<file path="src/core/hbs_defs.svh">
// constants of the host bus strobe decode front end
// assumes a 200 MHz core clock and a plain software register port
`ifndef HBS_DEFS_SVH
`define HBS_DEFS_SVH

// ****************************************************
// software register offsets
// ****************************************************
`define HBS_OFS_CTRL    8'h00
`define HBS_OFS_STATUS  8'h04
`define HBS_OFS_MASK    8'h08
`define HBS_OFS_STRAP   8'h0c
`define HBS_OFS_LAST    8'h10

// ****************************************************
// field positions and reset values
// ****************************************************
`define HBS_CTRL_POL_HIGH  0
`define HBS_CTRL_PULSE     1
`define HBS_CTRL_PIN_VAL   2
`define HBS_CTRL_RST       3'h1
`define HBS_EVT_W          3
`define HBS_EVT_RST        3'h0
`define HBS_LAST_DATA_LSB  8

// ****************************************************
// widths and timing
// ****************************************************
`define HBS_AD_W           8
`define HBS_DATA_W         16
`define HBS_SYNC_W         30
`define HBS_STRAP_WAIT     2'h3
`define HBS_CLK_MHZ        200
`define HBS_IRQ_PULSE_NS   100
`define HBS_IRQ_PULSE_CYC \
    ((`HBS_IRQ_PULSE_NS * `HBS_CLK_MHZ + 999) / 1000)
`define HBS_PCNT_W         5

`endif

</file>
<file path="src/core/hbs_pkg.sv">
// types shared by the host bus strobe decode front end
// assumes hbs_defs.svh is on the include path
`include "hbs_defs.svh"

package hbs_pkg;

    // power-up strap choices
    typedef struct packed {
        logic latchSelStyle;   // 1: addr/data select, 0: latch strobe
        logic strobeStyle;     // 1: read/write strobes, 0: dir plus strobe
    } hbs_strap_t;

    // software control fields
    typedef struct packed {
        logic pinVal;          // strap pin level after power-up
        logic pulseMode;       // 1: fixed pulse, 0: held level
        logic polHigh;         // 1: active high interrupt line
    } hbs_ctrl_t;

    // host-side events: read start, data write, address capture
    typedef struct packed {
        logic hostRead;
        logic dataWrite;
        logic addrCapture;
    } hbs_evt_t;

    typedef enum logic [1:0] {
        IRQ_IDLE,
        IRQ_PULSE,
        IRQ_WAIT
    } hbs_irq_state_t;

endpackage

</file>
<file path="src/core/hbs_sync.sv">
// two-flop synchroniser bank for asynchronous pin inputs
// assumes clk and an active low asynchronous reset of that domain
`timescale 1ns/1ps

module hbs_sync #(
    parameter int W = 1
) (
    input  wire logic         clk,
    input  wire logic         rstN,
    input  wire logic [W-1:0] asyncIn,
    output logic      [W-1:0] syncOut
);

    logic [W-1:0] meta_q;

    // first stage feeds only the second stage
    always_ff @(posedge clk or negedge rstN) begin
        if (!rstN) begin
            meta_q  <= '0;
            syncOut <= '0;
        end else begin
            meta_q  <= asyncIn;
            syncOut <= meta_q;
        end
    end

endmodule

</file>
<file path="src/core/hbs_host_port.sv">
// parallel host port front end: strap capture, strobe decode,
// address/data split, two-way buses, interrupt line and soft registers
// assumes host pins are asynchronous to clk; internal register file
// and software port run on clk
//
// Added by the designer: the register offsets and the strobed register port.
`timescale 1ns/1ps

module hbs_host_port
    import hbs_pkg::*;
(
    input  wire logic                    clk,
    input  wire logic                    rst_n,
    // software register port
    input  wire logic [7:0]              swAddr,
    input  wire logic [31:0]             swWrData,
    input  wire logic                    swWr,
    input  wire logic                    swRd,
    output logic      [31:0]             swRdData,
    output logic                         swIrq,
    // host pins
    input  wire logic                    csPin_n,
    input  wire logic                    dirOrRdPin,
    input  wire logic                    strobeOrWrPin,
    input  wire logic                    latchOrSelPin,
    input  wire logic [`HBS_AD_W-1:0]    adIn,
    output logic      [`HBS_AD_W-1:0]    adOut,
    output logic                         adOe,
    input  wire logic [`HBS_DATA_W-1:0]  dataIn,
    output logic      [`HBS_DATA_W-1:0]  dataOut,
    output logic                         dataOe,
    output logic                         irqLine,
    output logic                         readyOut,
    input  wire logic                    strobeStylePinIn,
    output logic                         strobeStylePinOut,
    output logic                         strobeStylePinOe,
    input  wire logic                    addrLatchStylePin,
    // internal register file side
    output logic      [`HBS_AD_W-1:0]    regAddr,
    output logic      [`HBS_DATA_W-1:0]  regWrData,
    output logic                         regWrPulse,
    output logic                         regRdPulse,
    input  wire logic [`HBS_DATA_W-1:0]  regRdData,
    input  wire logic                    regBusy
);

    // ****************************************************
    // reset release
    // ****************************************************
    logic [1:0] rstPipe_q;
    logic       rstN;
    // asynchronous assert, two-flop release
    always_ff @(posedge clk or negedge rst_n) begin
        if (!rst_n) begin
            rstPipe_q <= 2'h0;
        end else begin
            rstPipe_q <= {rstPipe_q[0], 1'b1};
        end
    end
    assign rstN = rstPipe_q[1];

    // ****************************************************
    // pin synchronisers
    // ****************************************************
    logic [`HBS_SYNC_W-1:0] pinRaw;
    logic [`HBS_SYNC_W-1:0] pinSync;
    logic                   csN_s;
    logic                   p26_s;
    logic                   p27_s;
    logic                   p29_s;
    logic [`HBS_AD_W-1:0]   ad_s;
    logic [`HBS_DATA_W-1:0] data_s;
    hbs_strap_t             strap_s;
    assign pinRaw = {csPin_n, dirOrRdPin, strobeOrWrPin, latchOrSelPin,
                     adIn, dataIn, addrLatchStylePin, strobeStylePinIn};
    hbs_sync #(
        .W       (`HBS_SYNC_W)
    ) u_sync (
        .clk     (clk),
        .rstN    (rstN),
        .asyncIn (pinRaw),
        .syncOut (pinSync)
    );
    assign {csN_s, p26_s, p27_s, p29_s, ad_s, data_s, strap_s} = pinSync;

    // ****************************************************
    // power-up strap capture
    // ****************************************************
    logic [1:0] strapCnt_q;
    logic       strapDone_q;
    hbs_strap_t strap_q;
    always_ff @(posedge clk or negedge rstN) begin
        if (!rstN) begin
            strapCnt_q  <= 2'h0;
            strapDone_q <= 1'b0;
            strap_q     <= '0;
        end else if (!strapDone_q) begin
            strapCnt_q <= strapCnt_q + 2'h1;
            if (strapCnt_q == `HBS_STRAP_WAIT) begin
                strap_q     <= strap_s;
                strapDone_q <= 1'b1;
            end
        end
    end

    // ****************************************************
    // previous-sample copies for edge detection
    // ****************************************************
    logic                   csN_q;
    logic                   p26_q;
    logic                   p27_q;
    logic                   p29_q;
    logic [`HBS_AD_W-1:0]   ad_q;
    logic [`HBS_DATA_W-1:0] data_q;
    // one-cycle history of synchronised pins
    always_ff @(posedge clk or negedge rstN) begin
        if (!rstN) begin
            csN_q  <= 1'b1;
            p26_q  <= 1'b1;
            p27_q  <= 1'b1;
            p29_q  <= 1'b0;
            ad_q   <= '0;
            data_q <= '0;
        end else begin
            csN_q  <= csN_s;
            p26_q  <= p26_s;
            p27_q  <= p27_s;
            p29_q  <= p29_s;
            ad_q   <= ad_s;
            data_q <= data_s;
        end
    end

    // ****************************************************
    // strobe decode
    // ****************************************************
    logic readActive;
    logic readActive_q;
    logic readStart;
    logic writeEdge;
    logic latchFall;
    logic selAddrWrite;
    logic dataWrite;
    // pin 26/27 meaning per strobe style
    assign readActive = strapDone_q && !csN_s &&
        (strap_q.strobeStyle ? !p26_s : (!p27_s && p26_s));
    assign readStart  = readActive && !readActive_q;
    assign writeEdge  = strapDone_q && !csN_q && !p27_q && p27_s &&
        (strap_q.strobeStyle || !p26_q);
    assign latchFall    = strapDone_q && !strap_q.latchSelStyle &&
                          p29_q && !p29_s;
    assign selAddrWrite = writeEdge && strap_q.latchSelStyle && p29_q;
    assign dataWrite    = writeEdge && !selAddrWrite;

    // ****************************************************
    // internal register file side
    // ****************************************************
    // address capture from muxed bus
    always_ff @(posedge clk or negedge rstN) begin
        if (!rstN) begin
            regAddr <= '0;
        end else if (latchFall || selAddrWrite) begin
            regAddr <= ad_q;
        end
    end

    // write data from muxed or data bus
    always_ff @(posedge clk or negedge rstN) begin
        if (!rstN) begin
            regWrData  <= '0;
            regWrPulse <= 1'b0;
        end else begin
            regWrPulse <= dataWrite;
            if (dataWrite) begin
                regWrData <= strap_q.latchSelStyle ?
                    {{(`HBS_DATA_W-`HBS_AD_W){1'b0}}, ad_q} : data_q;
            end
        end
    end

    // read pulse and ready flag
    always_ff @(posedge clk or negedge rstN) begin
        if (!rstN) begin
            regRdPulse   <= 1'b0;
            readActive_q <= 1'b0;
            readyOut     <= 1'b0;
        end else begin
            regRdPulse   <= readStart;
            readActive_q <= readActive;
            readyOut     <= strapDone_q && !regBusy && !writeEdge;
        end
    end

    // ****************************************************
    // two-way buses
    // ****************************************************
    // drive only during host reads
    always_ff @(posedge clk or negedge rstN) begin
        if (!rstN) begin
            dataOut <= '0;
            adOut   <= '0;
            dataOe  <= 1'b0;
            adOe    <= 1'b0;
        end else begin
            dataOe  <= readActive;
            adOe    <= readActive && strap_q.latchSelStyle;
            dataOut <= regRdData;
            adOut   <= regRdData[`HBS_AD_W-1:0];
        end
    end

    // ****************************************************
    // software registers
    // ****************************************************
    hbs_ctrl_t ctrl_q;
    hbs_evt_t  status_q;
    hbs_evt_t  mask_q;
    hbs_evt_t  evt;
    assign evt = '{hostRead: readStart, dataWrite: dataWrite,
                   addrCapture: latchFall || selAddrWrite};

    // control register
    always_ff @(posedge clk or negedge rstN) begin
        if (!rstN) begin
            ctrl_q <= `HBS_CTRL_RST;
        end else if (swWr && swAddr == `HBS_OFS_CTRL) begin
            ctrl_q <= swWrData[`HBS_CTRL_PIN_VAL:`HBS_CTRL_POL_HIGH];
        end
    end

    // sticky status, write one clears, set wins
    always_ff @(posedge clk or negedge rstN) begin
        if (!rstN) begin
            status_q <= `HBS_EVT_RST;
        end else if (swWr && swAddr == `HBS_OFS_STATUS) begin
            status_q <= (status_q & ~swWrData[`HBS_EVT_W-1:0]) | evt;
        end else begin
            status_q <= status_q | evt;
        end
    end

    // interrupt mask
    always_ff @(posedge clk or negedge rstN) begin
        if (!rstN) begin
            mask_q <= `HBS_EVT_RST;
        end else if (swWr && swAddr == `HBS_OFS_MASK) begin
            mask_q <= swWrData[`HBS_EVT_W-1:0];
        end
    end

    // read data one cycle after strobe, zero otherwise
    always_ff @(posedge clk or negedge rstN) begin
        if (!rstN) begin
            swRdData <= '0;
        end else if (!swRd) begin
            swRdData <= '0;
        end else begin
            case (swAddr)
                `HBS_OFS_CTRL:   swRdData <= {29'h0, ctrl_q};
                `HBS_OFS_STATUS: swRdData <= {29'h0, status_q};
                `HBS_OFS_MASK:   swRdData <= {29'h0, mask_q};
                `HBS_OFS_STRAP:  swRdData <= {29'h0, strapDone_q, strap_q};
                `HBS_OFS_LAST:   swRdData <= {8'h0, regWrData, regAddr};
                default:         swRdData <= '0;
            endcase
        end
    end

    // ****************************************************
    // strap pin reuse as output
    // ****************************************************
    // output after sampling
    always_ff @(posedge clk or negedge rstN) begin
        if (!rstN) begin
            strobeStylePinOut <= 1'b0;
            strobeStylePinOe  <= 1'b0;
        end else begin
            strobeStylePinOut <= ctrl_q.pinVal;
            strobeStylePinOe  <= strapDone_q;
        end
    end

    // ****************************************************
    // interrupt line
    // ****************************************************
    logic                  irqRaw;
    logic                  irqRaw_q;
    logic                  irqActive;
    logic [`HBS_PCNT_W-1:0] pulseCnt_q;
    hbs_irq_state_t        irqState_q;
    assign irqRaw = |(status_q & mask_q);
    assign swIrq  = irqRaw;
    always_ff @(posedge clk or negedge rstN) begin
        if (!rstN) begin
            irqState_q <= IRQ_IDLE;
            pulseCnt_q <= '0;
            irqRaw_q   <= 1'b0;
        end else begin
            irqRaw_q <= irqRaw;
            case (irqState_q)
                IRQ_IDLE: begin
                    if (ctrl_q.pulseMode && irqRaw && !irqRaw_q) begin
                        irqState_q <= IRQ_PULSE;
                        pulseCnt_q <= `HBS_PCNT_W'(`HBS_IRQ_PULSE_CYC - 1);
                    end
                end
                IRQ_PULSE: begin
                    if (pulseCnt_q == '0) begin
                        irqState_q <= IRQ_WAIT;
                    end else begin
                        pulseCnt_q <= pulseCnt_q - 1'b1;
                    end
                end
                IRQ_WAIT: begin
                    if (!irqRaw) begin
                        irqState_q <= IRQ_IDLE;
                    end
                end
                default: irqState_q <= IRQ_IDLE;
            endcase
        end
    end

    assign irqActive = ctrl_q.pulseMode ? (irqState_q == IRQ_PULSE)
                                        : irqRaw;
    always_ff @(posedge clk or negedge rstN) begin
        if (!rstN) begin
            irqLine <= 1'b0;
        end else begin
            irqLine <= ctrl_q.polHigh ? irqActive : !irqActive;
        end
    end

endmodule

</file>
<file path="config.mk">
export PLATFORM = sky130hd
export DESIGN_NAME = hbs_host_port
export DESIGN_NICKNAME = d
export VERILOG_FILES = /design/src/core/hbs_pkg.sv /design/src/core/hbs_sync.sv /design/src/core/hbs_host_port.sv
export VERILOG_INCLUDE_DIRS = /design/src /design/src/core
export SDC_FILE = /design/constraint.sdc
export NUM_CORES = 1
export LEC_CHECK = 0
export BUFFER_PORTS_ARGS = -buffer_cell sky130_fd_sc_hd__buf_4
export CORE_MARGIN = 4
export CORE_UTILIZATION = 51
export CTS_CLUSTER_DIAMETER = 150
export CTS_CLUSTER_SIZE = 28
export DETAILED_ROUTE_END_ITERATION = 12
export GPL_ROUTABILITY_DRIVEN = 0
export GPL_TIMING_DRIVEN = 0
export PLACE_DENSITY = 0.79
export SLEW_MARGIN = 20
export SYNTH_ARGS = -nofsm -noshare
export SYNTH_HDL_FRONTEND = slang
export SYNTH_SLANG_ARGS = --single-unit
</file>
<file path="constraint.sdc">
create_clock -name clk -period 6.49 [get_ports clk]
set_input_delay 1.298 -clock clk [delete_from_list [all_inputs] [get_ports clk]]
set_output_delay 1.298 -clock clk [all_outputs]
set_load 0.1 [all_outputs]
</file>
# After elaboration in Yosys (flattened, before gate mapping)
# Index checks and enable logic that the tools add are counted.
[op_classes] n_reduce_logical=46 mux=16 bitwise_logic=6 addsub=2 n_eq_ne=11
[ops] cell="$pmux W24 S5" count=1
[ops] cell="$mux W32" count=1
[ops] cell="$logic_and A1 B1 Y1" count=22
[ops] cell="$eq A8 B4 Y1 const B" count=2
[ops] cell="$mux W16" count=1
[ops] cell="$logic_not A1 Y1" count=14
[ops] cell="$mux W5" count=2
[ops] cell="$pmux W5 S2" count=1
[ops] cell="$eq A8 B3 Y1 const B" count=1
[ops] cell="$eq A8 B5 Y1 const B" count=1
[ops] cell="$logic_not A8 Y1" count=1
[ops] cell="$ne A2 B2 Y1 const B" count=4
[ops] cell="$and A3 B3 Y3" count=2
[ops] cell="$mux W2" count=3
[ops] cell="$or A3 B3 Y3" count=2
[ops] cell="$pmux W2 S3" count=1
[ops] cell="$reduce_and A3 Y1" count=2
[ops] cell="$logic_not A5 Y1" count=1
[ops] cell="$mux W1" count=5
[ops] cell="$sub A5 B1 Y5 const B" count=1
[ops] cell="$eq A2 B2 Y1 const B" count=2
[ops] cell="$mux W3" count=1
[ops] cell="$not A3 Y3" count=1
[ops] cell="$reduce_or A3 Y1" count=1
[ops] cell="other kinds (7)" count=8
[word_totals] reg_bits=200 word_cells=119 in_bits=91

# Logic depth before layout (Yosys ltp)
# Gate-level depths: netlist of the first run.
[logic_depth] depth_word=11 mapped_depth=7 mapped_depth_nobuf=6

# By module
# From an unflattened synthesis of the first run, not the netlist that was laid out.
[unflattened] hier_cells=363 hier_area_um2=5959.5
[by_module_without_submodules] mod="hbs_host_port" cells_each=303 area_per_inst_um2=4458.0 instances=1 seq_area_each_um2=3108.0
[by_module_without_submodules] mod="hbs_sync" cells_each=60 area_per_inst_um2=1501.4 instances=1 seq_area_each_um2=1501.4

# Worst setup path after synthesis of the first run
# No wires, ideal clock.
[synth_timing] path_kind="reg2out" from="register status_q[2] (netlist bit)" to="output swIrq" path_buffers=0 setup_slack_ps=3697 arrival_ps=1495 stages_incl_launch_ff=3 required_time_ps=5192 cell_sequence="dfrtp_1 -> a222oi_1 -> inv_1"
[synth_via] elab_chain_cells=2
[synth_rtl] item="from (decl)" line_no="hbs_host_port.sv:216" text="hbs_evt_t status_q;"
[synth_rtl] item="from (signal assigned)" line_no="hbs_host_port.sv:234" text="status_q <= `HBS_EVT_RST;"
[synth_rtl] item="from (signal assigned)" line_no="hbs_host_port.sv:236" text="status_q <= (status_q & ~swWrData[`HBS_EVT_W-1:0]) | evt;"
[synth_rtl] item="from (signal assigned)" line_no="hbs_host_port.sv:238" text="status_q <= status_q | evt;"
[synth_rtl] item="$and A3 B3 Y3" line_no="hbs_host_port.sv:291" text="assign irqRaw = |(status_q & mask_q);"
[synth_rtl] item="$reduce_or A3 Y1" line_no="hbs_host_port.sv:291"
[synth_rtl] item="to (decl)" line_no="hbs_host_port.sv:20" text="output logic swIrq,"
# Every way passes these cells.

# Final worst setup path of the first run
# Ends and elaborated chain as after synthesis.

==> results.ini, run 1 <==
[synthesis]
postSynth.asyncResetShare_pct=100.0
yosysWarningCount=0
synth_commonest_cells=180 x dfrtp_1, 31 x mux2_2, 22 x and2_1
yosysMostFrequentCell=dfrtp_1
avgSynthCellArea_um2=16.49
yosysTopAreaCellShare_pct=75.05
yosysTopAreaCell=dfrtp_1
ys_seq_elements=184
synth_cells=364
ys_seq_area_share_pct=76.80
ys_types=44
dominantRegCellSynth=dfrtp_1
synthTopCellsByArea=dfrtp_1 75%, mux2_2 5.8%, and2_1 2.3%, buf_4 2.0%, mux2_4 2.0%
synth-edff-count=0
synth_area_um2=6002

[floorplanning]
die_y_um=116.5
std_cell_rows=39
io_pins=180
die_x_um=116.5
die_area_um2=13570
core_area_um2=11470
initial_core_util_pct=52.34

[layout]
drive_gt1_share_pct=45.16
nNetsFinal=627
multi_input_area_um2=1229
n_antenna_cell=0
syn2layout_area_growth_pct=30.75
fill_cells=812
layout.area.seq_um2=4613

[cts]
ctsHoldBuffers=0
cts.sinks=184
cts_made_buffers=17
clockBufferDepth=2
cts_root_buf=clkbuf_16
post-cts-setup-buffers=0
clk_pin_slew_ns=0.06
cts_tree=done
cts_resized=0
insertion_delay_ns=0.42
h-tree-depth=4

[routing]
drtPass1Iterations=4
vias_per_cell=4.801
vias=3313
drtAntennaViolNets=0
wl_um=11200
wl_per_cell_um=16.23
initialDrtViolationCount=224
drcViolationCount=0

[power]
ir_drop_mv=0.3273
cellPowerDensity_nw_per_um2=353.0
cellLeakagePower_uw=0.003841

[worst_setup_path]
arrival_ns=1.96
cp_data_required_time_ns=5.19
timing.rr.end=pulseCnt_q[0]
r2r_start=pulseCnt_q[0]
path_class=reg -> out
worstSetupEndpointType=output port
cpMaxStageDelayCell=a222oi_1
reg2reg_slack_ns=4.62
slowest_delay_ns=0.73
path_max_fanout=5
start_kind=register
r2r_cells=6
critical_path.cell_chain=a222oi_1, inv_1, buf_4

[placement]
portBuffers=141
pre_cts_ws_ns=3.602
dpl.hpwl_um=7940

[sta]
clock.fmax_mhz=306.9
fin_ws_ns=3.231
tightestPinTransition_ns=0.7727
setup_viol=0
hold_viol_final=0
rsz0062_at_grt=no
fin_crit_sh_pct=50.21
fin_setup_tns_ns=0
relSlewSlack_pct=48.49
hold_slack_ns=0.1701
period_needed_ns=3.259
finClkSkew_ns=0.01119
drv_slew=0

[global_routing]
grt_pass1_vias=3460
grt_pass1_wl_um=17600
grt_overflow=0
grt_use_total_pct=17.77
grt_max_degree=60
grt_antenna_before_repair=0

[flow_run]
maxCapViolations=0

[hold_path]
hold_path_class=reg -> async

[outcome]
run_status=finished clean

-- power breakdown --
part / leakage (µW) / total (µW) / internal, µW / switching (µW)
Sequential: 0.00222 / 1300 / 1240 / 63.6
Combinational: 0.00138 / 603 / 159 / 444
Clock: 0.000240 / 869 / 487 / 382
Total: 0.00384 / 2770 / 1880 / 890
-- final cells by class --
cell class	instances	share of cell area (%)
flip-flops and latches	184	58.78
multi-input cells	159	15.66
repair buffers	144	14.54
clock buffers	26	5.851
well taps	143	2.280
plain buffers	23	2.089
clock inverters	6	0.4624
inverters	5	0.3348
-- layer usage --
metal  up-vias  wire length (µm)  track usage (%)  share of wire, %
met2       120              5572            27.50                50
met5         -                 0                0                 0
met1      1640              4462            22.30                40
met4         0               177            6.729               1.6
li1       1537                 -                -                 -
met3        16               989            7.876               8.8
-- worst max-delay path, delay by kind of cell (launching register included) --
kind	cells	cell delay, ns
AO/OA/AOI/OAI	1	0.73
buffers and inverters	2	0.41
flip-flops	1	0.41
-- flip-flops by register name, summed over array words and instances (netlist names), 2 cells and up --
| name | count |
|---|---|
| regWrData | 16 |
| strapCnt_q | 2 |
| rstPipe_q | 2 |
| dataOut | 16 |
| data_q | 16 |
| status_q | 3 |
| ad_q | 8 |
| pulseCnt_q | 5 |
| irqState_q | 2 |
| mask_q | 3 |
| swRdData | 24 |
| regAddr | 8 |
| ctrl_q | 3 |
| u_sync.syncOut | 30 |
| strap_q | 2 |
| u_sync.meta_q | 30 |
-- placed cells by master (no fill, tap or decap), drive strengths merged, types with 5 or more instances in the layout --
cell type and n:
mux2 39, a22o 10, buf 164, clkbuf 29, nor2 12, o21ai 5
nand2b 8, inv 5, and2 22, dfrtp 180, clkinv 5, nand2 10
conb 9, a21oi 8
-- how the worst max path moves through the flow --
stage | from | endpoint | slack [ns]
2_1_floorplan | rstPipe_q[1] | adOe | 0.99
3_3_place_gp | rstPipe_q[1] | swRdData[18] | -0.54
3_5_place_dp | swAddr[6] | swRdData[8] | 3.60
4_1_cts | status_q[2] | swIrq | 3.23
5_1_grt | status_q[2] | swIrq | 3.12
6_report | status_q[2] | swIrq | 3.23
-- kinds of logic after synthesis --
logic type / count (synthesis) / synth area share [%]
muxes: 41 / 8.151
and+or+nand+nor: 75 / 7.317
adders and majority gates: 2 / 0.4169
other: 2 / 0.1251
xor gates and xnor gates: 2 / 0.2919
AOI/OAI and AO/OA: 30 / 3.732
buffers and inverters: 28 / 3.169
DFF: 184 / 76.80
-- per-stage QoR --
step	cell area, µm²	cells	utilization, %	power, µW
CTS	7848	690	68.43	2802
global route	7848	690	68.43	2887
detailed placement	7352	658	64.11	1925
finish	7848	690	68.43	2770
floorplan	6028	371	-	1763
global placement	7266	655	63.36	1901
(Power assumes the default switching activity.)
==> run 2: changes to the inputs <==
Clock period 6.49 ns to 3.4 ns, I/O delays scaled along.
==> run 2 against run 1 <==
  * Sequential power grew 91%
  * Sequential share of layout area down 0.73 points
  * Critical path depth unchanged
  * Setup slack lost 2.5 ns
  * First-iteration DRC count down 18%
==> results.ini, run 2 (synthesis results as in run 1) <==
[hold_path]
hold_path_class=in -> async

[global_routing]
grt_use_total_pct=18.02  ; +0.25 points
use_met1_pct=22.22  ; -0.083 points
grt_pass1_wl_um=18170  ; +3.2%
grt_use_met2_pct=29.29  ; +1.8 points
grt_pass1_vias=3561  ; +2.9%
grtUsageMet3_pct=7.047  ; -0.83 points
grt_antenna_before_repair=0  ; unchanged
grt_overflow=0  ; unchanged
grt_max_degree=55  ; -8.3%
busiest_layer=met2

[floorplanning]
die_x_um=116.5  ; unchanged
io_pins=180  ; unchanged
core_area_um2=11470  ; unchanged
die_y_um=116.5  ; unchanged
die_area_um2=13570  ; unchanged
initial_core_util_pct=52.34  ; unchanged
std_cell_rows=39  ; unchanged

[layout]
final_cell_mix=179 x dfrtp_1, 157 x buf_4, 31 x mux2_2, 22 x and2_1, 17 x clkbuf_16
syn2layout_area_growth_pct=32.40
nNetsFinal=627  ; unchanged
n_antenna_cell=0  ; unchanged
reg.largest.list=u_sync.meta_q x30, u_sync.syncOut x30, swRdData x24
drive_gt1_share_pct=46.44  ; +1.3 points
final_common_cell=dfrtp_1

[cts]
cts_resized=0  ; unchanged
cts_made_buffers=17  ; unchanged
insertion_delay_ns=0.42  ; about the same
clockBufferDepth=2  ; unchanged
cts_tree=done
cts_root_buf=clkbuf_16
h-tree-depth=4  ; unchanged
ctsHoldBuffers=0  ; unchanged
cts.sinks=184  ; unchanged
clk_pin_slew_ns=0.07  ; about the same
post-cts-setup-buffers=0  ; unchanged

[worst_setup_path]
crit_start=status_q[2]
cpMaxStageDelayCell=a222oi_1
r2r_start=pulseCnt_q[0]
arrival_ns=1.96  ; about the same
slowest_delay_ns=0.72  ; about the same
r2r_cells=6  ; unchanged
start_kind=register
path_class=reg -> out
cp_data_required_time_ns=2.72  ; -2.47 ns
worstSetupEndpointType=output port
timing.rr.end=pulseCnt_q[1]
reg2reg_slack_ns=1.51  ; -3.11 ns
crit_cells=3  ; unchanged
path_max_fanout=5  ; unchanged
critical_path.cell_chain=a222oi_1, inv_1, buf_4
critPathTopFamily=compound AO/OA/AOI/OAI gates
critPathBufInv=2  ; unchanged
crit_end=swIrq

[routing]
initialDrtViolationCount=184  ; -18%
wl_um=11440  ; +2.1%
wl_per_cell_um=16.58  ; +2.1%
drcViolationCount=0  ; unchanged
drtAntennaViolNets=0  ; unchanged
drtPass1Iterations=5  ; +1
vias_per_cell=4.890  ; +1.8%
vias=3374  ; +1.8%

[sta]
tightestPinTransition_ns=0.7665  ; -0.006188 ns
fin_setup_tns_ns=0  ; unchanged
period_needed_ns=2.640
drv_slew=0  ; unchanged
rsz0062_at_grt=no
fin_ws_ns=0.7604  ; -2.471 ns
setup_viol=0  ; unchanged
finClkSkew_ns=0.01086  ; -0.0003311 ns
relSlewSlack_pct=48.90  ; +0.41 points
clock.fmax_mhz=378.8
fin_crit_sh_pct=77.63
hold_viol_final=0  ; unchanged

[placement]
dpl.hpwl_um=7951  ; +0.13%
portBuffers=141  ; unchanged
pre_cts_ws_ns=1.088  ; -2.515 ns

[power]
ir_drop_mv=0.4857  ; +48%
cellLeakagePower_uw=0.003896  ; +1.4%
cellPowerDensity_nw_per_um2=703.1  ; +99%

[outcome]
run_status=finished clean

[flow_run]
maxCapViolations=0  ; unchanged

==> run 2: changes by cell type in the layout (fill, tap and decap cells not counted) <==
cell,delta
clkbuf_1,-7
clkinv_4,+2
clkinv_2,-2
clkinvlp_4,-1
bufinv_16,+2
clkbuf_8,+4
buf_16,-1
buf_12,+1
inv_6,+2
==> run 2: power breakdown <==
group | internal (µW) | total [µW] | switching [µW] | leakage (µW)
Sequential | 2360 | 2480 | 126 | 0.00222
Combinational | 301 | 1150 | 845 | 0.00138
Clock | 1170 | 1960 | 790 | 0.000298
Total | 3830 | 5590 | 1760 | 0.00390
==> run 2: metrics by stage <==
stage               hold slack [ns]  util, %  area (µm²)  total power, µW  instances
floorplan                    0.3311        -        6030             3365        371
global placement             0.3317    63.37        7267             3627        655
detailed placement           0.3290    64.05        7345             3674        658
CTS                         0.01957    69.30        7946             5632        690
global route               0.006948    69.30        7946             5797        690
finish                      0.02735    69.30        7946             5587        690
==> run 2: final cells by class <==
class	count	area (µm²)
flip-flops and latches	184	4613
fillers	786	3521
multi-input cells	159	1229
repair buffers	144	1134
clock buffers	23	488.0
well taps	143	178.9
plain buffers	23	163.9
clock inverters	9	113.9
inverters	5	26.28
==> run 2: per-layer routing <==
layer	vias up	part of all wire, %
met5	-	0
met3	14	8.0
met1	1709	39
met4	0	1.5
li1	1539	-
met2	112	51
==> run 2: worst min-delay path by stage <==
stage	startpoint	end	slack [ns]	cells after the start
3_3_place_gp	u_sync.syncOut[4]	data_q[2]	0.33	0
4_1_cts	rst_n	rstPipe_q[1]	0.02	1
5_1_grt	rst_n	rstPipe_q[1]	0.007	1
2_1_floorplan	rstPipe_q[0]	rstPipe_q[1]	0.33	0
6_report	rst_n	rstPipe_q[1]	0.03	1
3_5_place_dp	rstPipe_q[1]	dataOut[9]	0.33	0
